File: src/smb_idreg_pkg.sv
/*
 * Constants, states and carriers shared by the identification and
 * byte-count register block of the clock buffer's serial management port.
 * Assumes the bit-level pins arrive already synchronous to the core clock.
 */
`default_nettype none

package smb_idreg_pkg;

    // ************************************************************
    // register indexes
    // ************************************************************
    localparam logic [7:0] IDX_RSVD_A = 8'h03;
    localparam logic [7:0] IDX_RSVD_B = 8'h04;
    localparam logic [7:0] IDX_VEND_REV = 8'h05;
    localparam logic [7:0] IDX_PART = 8'h06;
    localparam logic [7:0] IDX_COUNT = 8'h07;
    localparam logic [7:0] IDX_RSVD_C = 8'h08;

    // ************************************************************
    // field layout and reset values
    // ************************************************************
    localparam int COUNT_W = 5;
    localparam logic [4:0] COUNT_RESET = 5'h08;
    localparam logic [2:0] COUNT_RSVD = 3'h0;
    localparam logic [7:0] RSVD_BYTE = 8'h00;
    localparam logic [7:0] IDLE_BYTE = 8'hFF;
    localparam logic [3:0] BITS_PER_BYTE = 4'h8;
    localparam logic [3:0] LAST_BIT = 4'h7;
    localparam logic [3:0] BIT_ZERO = 4'h0;
    localparam logic [3:0] BIT_STEP = 4'h1;
    localparam logic [7:0] BYTE_STEP = 8'h01;

    // ************************************************************
    // types
    // ************************************************************
    typedef enum logic [3:0] {
        ST_IDLE = 4'h0,
        ST_ADDR = 4'h1,
        ST_ADDR_ACK = 4'h3,
        ST_CMD = 4'h2,
        ST_CMD_ACK = 4'h6,
        ST_WCNT = 4'h7,
        ST_WCNT_ACK = 4'h5,
        ST_WDATA = 4'h4,
        ST_WDATA_ACK = 4'hC,
        ST_TX = 4'hD,
        ST_TX_ACK = 4'hF
    } smb_state_t;

    typedef struct packed {
        logic scl;
        logic sda;
    } smb_pins_t;

endpackage

`default_nettype wire

File: src/smb_idreg.sv
/*
 * Serial management slave holding register bytes 3 to 8: two reserved
 * bytes, the revision/maker identity, the part identity, the read-length
 * count and a last reserved byte, with indexed block write and block read.
 * Assumes scl and sda are already synchronous to i_mclk; the open-drain
 * wire level is resolved outside from o_sda_oe.
 */
`timescale 1ns/10ps
`default_nettype none

// Overview of operation
// host writes the count field; later block reads use it as their length
// count resets to 8 hex, so a block read returns nine bytes
// count lives at index 7; low five bits count, top three read zero
// index 5 is read-only: revision in upper nibble, maker code in lower
// block read from index N with count X sends N..N+X-1 ascending
// host acks every read byte but the last, then nacks and stops
// indexes 3, 4, 6 and 8 ignore writes; reserved bits read zero
module smb_idreg #(
    parameter logic [6:0] SLAVE_ADDR = 7'h6C,
    parameter logic [3:0] SILICON_REV = 4'h3,   // arbitrary value
    parameter logic [3:0] MAKER_CODE = 4'hA,    // arbitrary value
    parameter logic [7:0] PART_CODE = 8'h5A     // arbitrary value
) (
    input wire logic i_mclk,
    input wire logic i_arst_n,
    input wire logic i_scl,
    input wire logic i_sda,
    output logic o_sda_out,
    output logic o_sda_oe,
    output logic [smb_idreg_pkg::COUNT_W-1:0] o_read_length
);

    // ************************************************************
    // state
    // ************************************************************
    smb_idreg_pkg::smb_pins_t cur_pins;
    smb_idreg_pkg::smb_pins_t pins_reg;
    smb_idreg_pkg::smb_state_t state_reg, state_next;
    logic [3:0] bit_reg, bit_next;
    logic [7:0] shift_reg, shift_next;
    logic [7:0] ptr_reg, ptr_next;
    logic [7:0] remain_reg, remain_next;
    logic [4:0] count_reg, count_next;
    logic first_reg, first_next;
    logic rd_reg, rd_next;
    logic oe_reg, oe_next;
    logic ack_reg, ack_next;
    logic fresh_reg;
    logic wr_en;
    logic load_tx;
    logic [7:0] tx_byte;
    logic scl_rise, scl_fall, start_cond, stop_cond;

    function automatic logic [7:0] read_byte(input logic [7:0] idx, input logic [4:0] cnt);
        case (idx)
            smb_idreg_pkg::IDX_VEND_REV: read_byte = {SILICON_REV, MAKER_CODE};
            smb_idreg_pkg::IDX_PART: read_byte = PART_CODE;
            smb_idreg_pkg::IDX_COUNT: read_byte = {smb_idreg_pkg::COUNT_RSVD, cnt};
            default: read_byte = smb_idreg_pkg::RSVD_BYTE;
        endcase
    endfunction

    assign cur_pins = '{scl: i_scl, sda: i_sda};
    assign scl_rise = cur_pins.scl & ~pins_reg.scl;
    assign scl_fall = ~cur_pins.scl & pins_reg.scl;
    assign start_cond = cur_pins.scl & pins_reg.scl & pins_reg.sda & ~cur_pins.sda;
    assign stop_cond = cur_pins.scl & pins_reg.scl & ~pins_reg.sda & cur_pins.sda;

    // ************************************************************
    // protocol engine
    // ************************************************************
    always_comb begin
        state_next = state_reg;
        bit_next = bit_reg;
        shift_next = shift_reg;
        ptr_next = ptr_reg;
        remain_next = remain_reg;
        count_next = count_reg;
        first_next = first_reg;
        rd_next = rd_reg;
        oe_next = oe_reg;
        ack_next = ack_reg;
        wr_en = 1'b0;
        load_tx = 1'b0;
        tx_byte = smb_idreg_pkg::IDLE_BYTE;
        // start or stop may come at any time; a repeated start re-enters addressing
        if (start_cond) begin
            state_next = smb_idreg_pkg::ST_ADDR;
            bit_next = smb_idreg_pkg::BIT_ZERO;
            oe_next = 1'b0;
        end else if (stop_cond) begin
            state_next = smb_idreg_pkg::ST_IDLE;
            oe_next = 1'b0;
        end else begin
            case (state_reg)
                smb_idreg_pkg::ST_ADDR, smb_idreg_pkg::ST_CMD,
                smb_idreg_pkg::ST_WCNT, smb_idreg_pkg::ST_WDATA: begin
                    if (scl_rise) begin
                        shift_next = {shift_reg[6:0], cur_pins.sda};
                        bit_next = bit_reg + smb_idreg_pkg::BIT_STEP;
                    end else if (scl_fall && bit_reg == smb_idreg_pkg::BITS_PER_BYTE) begin
                        bit_next = smb_idreg_pkg::BIT_ZERO;
                        oe_next = 1'b1;
                        case (state_reg)
                            smb_idreg_pkg::ST_ADDR: begin
                                // foreign address: stay silent until the next start
                                if (shift_reg[7:1] == SLAVE_ADDR) begin
                                    rd_next = shift_reg[0];
                                    state_next = smb_idreg_pkg::ST_ADDR_ACK;
                                end else begin
                                    oe_next = 1'b0;
                                    state_next = smb_idreg_pkg::ST_IDLE;
                                end
                            end
                            smb_idreg_pkg::ST_CMD: begin
                                ptr_next = shift_reg;
                                state_next = smb_idreg_pkg::ST_CMD_ACK;
                            end
                            smb_idreg_pkg::ST_WCNT: begin
                                remain_next = shift_reg;
                                state_next = smb_idreg_pkg::ST_WCNT_ACK;
                            end
                            default: begin
                                // bytes past the announced count are acked but dropped
                                if (remain_reg != smb_idreg_pkg::RSVD_BYTE) begin
                                    wr_en = 1'b1;
                                    ptr_next = ptr_reg + smb_idreg_pkg::BYTE_STEP;
                                    remain_next = remain_reg - smb_idreg_pkg::BYTE_STEP;
                                end
                                state_next = smb_idreg_pkg::ST_WDATA_ACK;
                            end
                        endcase
                    end
                end
                smb_idreg_pkg::ST_ADDR_ACK: begin
                    if (scl_fall) begin
                        oe_next = 1'b0;
                        if (rd_reg) begin
                            remain_next = {smb_idreg_pkg::COUNT_RSVD, count_reg};
                            load_tx = 1'b1;
                        end else begin
                            state_next = smb_idreg_pkg::ST_CMD;
                        end
                    end
                end
                smb_idreg_pkg::ST_CMD_ACK: begin
                    if (scl_fall) begin
                        oe_next = 1'b0;
                        state_next = smb_idreg_pkg::ST_WCNT;
                    end
                end
                smb_idreg_pkg::ST_WCNT_ACK, smb_idreg_pkg::ST_WDATA_ACK: begin
                    if (scl_fall) begin
                        oe_next = 1'b0;
                        state_next = smb_idreg_pkg::ST_WDATA;
                    end
                end
                smb_idreg_pkg::ST_TX: begin
                    if (scl_fall) begin
                        if (bit_reg == smb_idreg_pkg::LAST_BIT) begin
                            bit_next = smb_idreg_pkg::BIT_ZERO;
                            oe_next = 1'b0;
                            state_next = smb_idreg_pkg::ST_TX_ACK;
                        end else begin
                            bit_next = bit_reg + smb_idreg_pkg::BIT_STEP;
                            shift_next = {shift_reg[6:0], 1'b0};
                            oe_next = ~shift_reg[6];
                        end
                    end
                end
                smb_idreg_pkg::ST_TX_ACK: begin
                    if (scl_rise) begin
                        ack_next = ~cur_pins.sda;
                    end else if (scl_fall) begin
                        // a nack ends the read; the host then stops
                        if (ack_reg) begin
                            load_tx = 1'b1;
                        end else begin
                            state_next = smb_idreg_pkg::ST_IDLE;
                        end
                    end
                end
                default: begin
                end
            endcase
        end
        // count byte first, then the data run; idle ones once the run is spent
        // first_reg marks the count byte while it is on the wire
        if (load_tx) begin
            first_next = (state_reg == smb_idreg_pkg::ST_ADDR_ACK);
            if (first_next) begin
                tx_byte = {smb_idreg_pkg::COUNT_RSVD, count_reg};
            end else if (remain_reg != smb_idreg_pkg::RSVD_BYTE) begin
                tx_byte = read_byte(ptr_reg, count_reg);
                ptr_next = ptr_reg + smb_idreg_pkg::BYTE_STEP;
                remain_next = remain_reg - smb_idreg_pkg::BYTE_STEP;
            end
            shift_next = tx_byte;
            oe_next = ~tx_byte[7];
            bit_next = smb_idreg_pkg::BIT_ZERO;
            state_next = smb_idreg_pkg::ST_TX;
        end
        // only the count field takes writes; the others are fixed or reserved
        if (wr_en && ptr_reg == smb_idreg_pkg::IDX_COUNT) begin
            count_next = shift_reg[smb_idreg_pkg::COUNT_W-1:0];
        end
    end

    always_ff @(posedge i_mclk or negedge i_arst_n) begin
        if (!i_arst_n) begin
            pins_reg <= '{scl: 1'b1, sda: 1'b1};
            state_reg <= smb_idreg_pkg::ST_IDLE;
            bit_reg <= smb_idreg_pkg::BIT_ZERO;
            shift_reg <= smb_idreg_pkg::RSVD_BYTE;
            ptr_reg <= smb_idreg_pkg::RSVD_BYTE;
            remain_reg <= smb_idreg_pkg::RSVD_BYTE;
            count_reg <= smb_idreg_pkg::COUNT_RESET;
            first_reg <= 1'b0;
            rd_reg <= 1'b0;
            oe_reg <= 1'b0;
            ack_reg <= 1'b0;
            fresh_reg <= 1'b1;
        end else begin
            pins_reg <= cur_pins;
            state_reg <= state_next;
            bit_reg <= bit_next;
            shift_reg <= shift_next;
            ptr_reg <= ptr_next;
            remain_reg <= remain_next;
            count_reg <= count_next;
            first_reg <= first_next;
            rd_reg <= rd_next;
            oe_reg <= oe_next;
            ack_reg <= ack_next;
            fresh_reg <= 1'b0;
        end
    end

    // open drain: only ever pulls low
    assign o_sda_out = 1'b0 & oe_reg;
    assign o_sda_oe = oe_reg;
    assign o_read_length = count_reg;

    // ************************************************************
    // checks
    // ************************************************************
    a_count_write_only: assert property (@(posedge i_mclk) disable iff (!i_arst_n)
        (count_reg != $past(count_reg)) |-> $past(wr_en && ptr_reg == smb_idreg_pkg::IDX_COUNT))
        else $error("count changed without a write to its index");
    a_count_reset_value: assert property (@(posedge i_mclk) disable iff (!i_arst_n)
        fresh_reg |-> count_reg == smb_idreg_pkg::COUNT_RESET)
        else $error("count not at default after reset");
    a_count_rsvd_zero: assert property (@(posedge i_mclk) disable iff (!i_arst_n)
        (load_tx && !first_next && ptr_reg == smb_idreg_pkg::IDX_COUNT
            && remain_reg != smb_idreg_pkg::RSVD_BYTE)
        |=> shift_reg[7:5] == smb_idreg_pkg::COUNT_RSVD && shift_reg[4:0] == $past(count_reg))
        else $error("count byte sent wrongly");
    a_ident_fixed: assert property (@(posedge i_mclk) disable iff (!i_arst_n)
        (load_tx && !first_next && ptr_reg == smb_idreg_pkg::IDX_VEND_REV
            && remain_reg != smb_idreg_pkg::RSVD_BYTE)
        |=> shift_reg == {SILICON_REV, MAKER_CODE})
        else $error("identity byte wrong");
    a_read_ascend: assert property (@(posedge i_mclk) disable iff (!i_arst_n)
        (state_reg == smb_idreg_pkg::ST_TX_ACK && scl_fall && ack_reg && !first_reg
            && remain_reg != smb_idreg_pkg::RSVD_BYTE && !start_cond && !stop_cond)
        |=> ptr_reg == $past(ptr_reg) + smb_idreg_pkg::BYTE_STEP
            && state_reg == smb_idreg_pkg::ST_TX)
        else $error("read index did not step by one");
    a_ignored_writes: assert property (@(posedge i_mclk) disable iff (!i_arst_n)
        (wr_en && ptr_reg != smb_idreg_pkg::IDX_COUNT) |=> $stable(count_reg))
        else $error("write to a fixed byte changed state");
    c_block_read: cover property (@(posedge i_mclk) disable iff (!i_arst_n)
        state_reg == smb_idreg_pkg::ST_TX_ACK && scl_fall && !ack_reg);
    c_count_write: cover property (@(posedge i_mclk) disable iff (!i_arst_n)
        wr_en && ptr_reg == smb_idreg_pkg::IDX_COUNT);
    c_ignored_write: cover property (@(posedge i_mclk) disable iff (!i_arst_n)
        wr_en && ptr_reg == smb_idreg_pkg::IDX_PART);

endmodule // smb_idreg

`default_nettype wire

File: config.mk
export PLATFORM = sky130hd
export DESIGN_NAME = smb_idreg
export DESIGN_NICKNAME = d
export VERILOG_FILES = /design/src/smb_idreg_pkg.sv /design/src/smb_idreg.sv
export SDC_FILE = /design/constraint.sdc
export NUM_CORES = 1
export LEC_CHECK = 0
export BUFFER_PORTS_ARGS = -buffer_cell sky130_fd_sc_hd__buf_2
export CORE_UTILIZATION = 62
export DETAILED_ROUTE_END_ITERATION = 16
export PLACE_DENSITY_LB_ADDON = 0.08
export SYNTH_ARGS = -nofsm -noshare
export SYNTH_HDL_FRONTEND = slang
export SYNTH_SLANG_ARGS = --single-unit
export TNS_END_PERCENT = 20
File: constraint.sdc
create_clock -name i_mclk -period 4 [get_ports i_mclk]
set_input_delay 0.2 -clock i_mclk [delete_from_list [all_inputs] [get_ports i_mclk]]
set_output_delay 0.2 -clock i_mclk [all_outputs]
set_load 0.02 [all_outputs]
==> impl_metrics.toml <==
[synth]
synth_ff_type = "dfrtp_1"
ys_top_cells_by_area = "dfrtp_1 (31%), mux2_2 (6.0%), nand2_1 (3.8%), a21oi_1 (3.6%), o21ai_0 (3.3%)"
ys_seq_area_share_pct = 33.2
post-synth-top-count-cell = "dfrtp_1"
async_flop_share_pct = 100
syn-instance-count = 363
ys_warn_count = 0
yosysTopAreaCell = "dfrtp_1"
ys_ff_latch = 42
synth_area_per_cell_sq_um = 8.74
synth_commonest_cells = "dfrtp_1 (39), nand2_1 (32), nor2_1 (24)"
netlist_area_sq_um = 3170
syn_nets = 373
synth_cell_types = 78
synth_top_area_share_pct = 30.8
synth_edf_count = 0

[clocking]
cts.hold.buffers_added = 0
clk-insertion-delay-late_ns = 0.29
ctsLongestPathBuffers = 2
h-tree-depth = 2
numCtsBuffers = 5
cts_setup_buffers = 0
cts_tree = "done"
clk_pin_slew_ns = 0.08
clock-sinks = 42
cts_root_buffer = "clkbuf_8"
cts_resized = 0

[sta]
finalWorstSetupSlack_ns = 1.16
tightest_slew_ns = 0.965
finalHoldViolCount = 0
finClkSkew_ns = 0.0130
layout_min_cycle_time_ns = 2.84
rsz0062_at_grt = "no"
fin_crit_sh_pct = 71.0
fmax_ghz = 0.352
finalSetupViolations = 0
holdWs_ns = 0.0481
drv_slew = 0
max_slew_margin_pct = 35.7
tns_ns = 0

[global_routing]
grt_pass1_vias = 2638
grt_pass1_wl_um = 13200
antenna_found_initial = 0
track_usage_pct = 32.3
grt_overflow = 0
grt_max_degree = 43

[pwr]
power_switching_mw = 0.812
p_sw_share_pct = 44.3
ir_worst_vdd_mv = 0.512
seqPwrFrac_pct = 40.3
p_per_area_nw_per_um2 = 556
p_int_mw = 1.02
leakagePower_nw = 1.37
p_clk_share_pct = 14.1
combPwrFrac_pct = 45.6

[critical_path]
critPathRequiredTime_ns = 4.18
end_kind = "flop"
arrival_ns = 3.02
max_stage_delay_ns = 0.59
critical_path.startpoint_type = "flop"
path_cells = "nor2b_1 > nand3_1 > or3_1 > a32oi_1 > nor2b_1 > or3_1"
cp_max_fo = 12
critPathKind = "flop to flop"
crit_slowest_cell = "dfstp_2"

[detailed_routing]
drt-total-wl_um = 8310
vias = 3009
post_drt_wl_per_cell_um = 19.3
drt_iter0_drc = 311
avgViaCountPerCell = 7.00
first_pass_iters = 7
drtAntennaViolNets = 0
drc = 0

[finish]
layout-drive-gt1-share_pct = 14.3
regArea_sq_um = 1050
nets = 373
fin_util_pct = 68.5
antenna_cells = 0
nFillCells = 406
synthToLayoutAreaGrowth_pct = 4.02
multi_input_area_sq_um = 1980

[die]
chipHeight_um = 73.5
coreArea_sq_um = 4820
dieArea_sq_um = 5410
start_util_pct = 65.9
fp.dieW_um = 73.5
boundaryPins = 11
rows = 25

[placement]
place_hpwl_um = 6000
port-buffer-count = 9
place.gp.congestion = 0.984
pre_cts_ws_ns = 1.19

[job]
cap_violations = 0

[hold_path]
worstHoldPathType = "primary input to async pin"

[run_status]
status = "completed"
## critical path, delay by kind of cell, from the launching register on
family / cells / cell delay, ns
flip-flops: 1 / 0.59
AND/OR/NAND/NOR: 5 / 1.96
AO/OA/AOI/OAI: 1 / 0.18
## final cells by class
class | count | area share (%)
clock buffer | 7 | 2.31
inverter | 12 | 1.36
multi-input combinational | 291 | 60.0
sequential | 42 | 32.0
tap | 67 | 2.54
timing repair buffer | 11 | 1.82
## cells by family (layout without fill, tap and decap cells)
kind of cell             after synthesis  in the layout  share of synthesized area, %
AO/OA/AOI/OAI                        113            113                          24.5
XOR/XNOR                              14             14                          4.30
adder cells (fa/ha/maj)                6              6                          2.37
buffers and inverters                 30             30                          4.34
flip-flops                            42             42                          33.2
multiplexers                          21             21                          7.29
other                                  1              1                         0.118
AND/OR/NAND/NOR                      136            136                          23.8
## metal layers
layer | global-route usage (%) | vias up | part of all wire, %
met5 | 0 | - | 0
met4 | 13.9 | 0 | 3.4
li1 | - | 1370 | -
met2 | 48.6 | 191 | 44
met1 | 46.0 | 1423 | 43
met3 | 5.21 | 25 | 9.4
## power groups by stage
stage / sequential (mW) / clock (mW) / combinational [mW]
global placement: 0.731 / 0 / 0.808
floorplan: 0.594 / 0 / 0.758
finish: 0.739 / 0.259 / 0.836
CTS: 0.725 / 0.265 / 0.824
detailed placement: 0.733 / 0 / 0.821
global route: 0.751 / 0.280 / 0.920
## stage by stage
stage / cell area, sq um / power (mW) / std cells
global placement: 3220 / 1.54 / 423
finish: 3300 / 1.83 / 430
detailed placement: 3220 / 1.55 / 423
global route: 3300 / 1.95 / 430
CTS: 3300 / 1.81 / 430
floorplan: 3170 / 1.35 / 363
## placed cells by master, fill, tap and decap left out, types with 4 or more instances in the layout
master / Yosys / layout
a22oi_1: 6 / 6
nor3_1: 9 / 9
dfrtp_1: 39 / 39
xnor2_1: 6 / 6
buf_2: 5 / 9
o211ai_1: 7 / 7
a21oi_1: 23 / 23
mux2i_1: 4 / 4
nand3_1: 16 / 16
xor2_1: 7 / 7
o22ai_1: 7 / 7
ha_1: 6 / 6
nand2_1: 32 / 32
nor2_1: 24 / 24
nor2b_1: 7 / 7
mux2_2: 17 / 17
o21ai_0: 21 / 21
inv_1: 12 / 12
and3_1: 4 / 4
nand2b_1: 6 / 6
clkbuf_8: 0 / 5
## worst paths after layout
| check | start | to | slack [ns] | cells after the start |
|---|---|---|---|---|
| max | pins_reg[1]$_DFF_PN1_ | remain_reg[5]$_DFF_PN0_ | 1.16 | 6 |
| min | i_arst_n | bit_reg[3]$_DFFE_PN0P_ | 0.05 | 1 |
| max reg2reg | pins_reg[1]$_DFF_PN1_ | remain_reg[5]$_DFF_PN0_ | 1.16 | 6 |
| min reg2reg | ptr_reg[7]$_DFF_PN0_ | ptr_reg[7]$_DFF_PN0_ | 0.53 | 1 |
| max in group asynchronous | i_arst_n | o_read_length[1]$_DFFE_PN0P_ | 3.34 | 1 |
| min in group i_mclk | i_scl | pins_reg[1]$_DFF_PN1_ | 0.05 | 1 |
(Power assumes the default switching activity.)
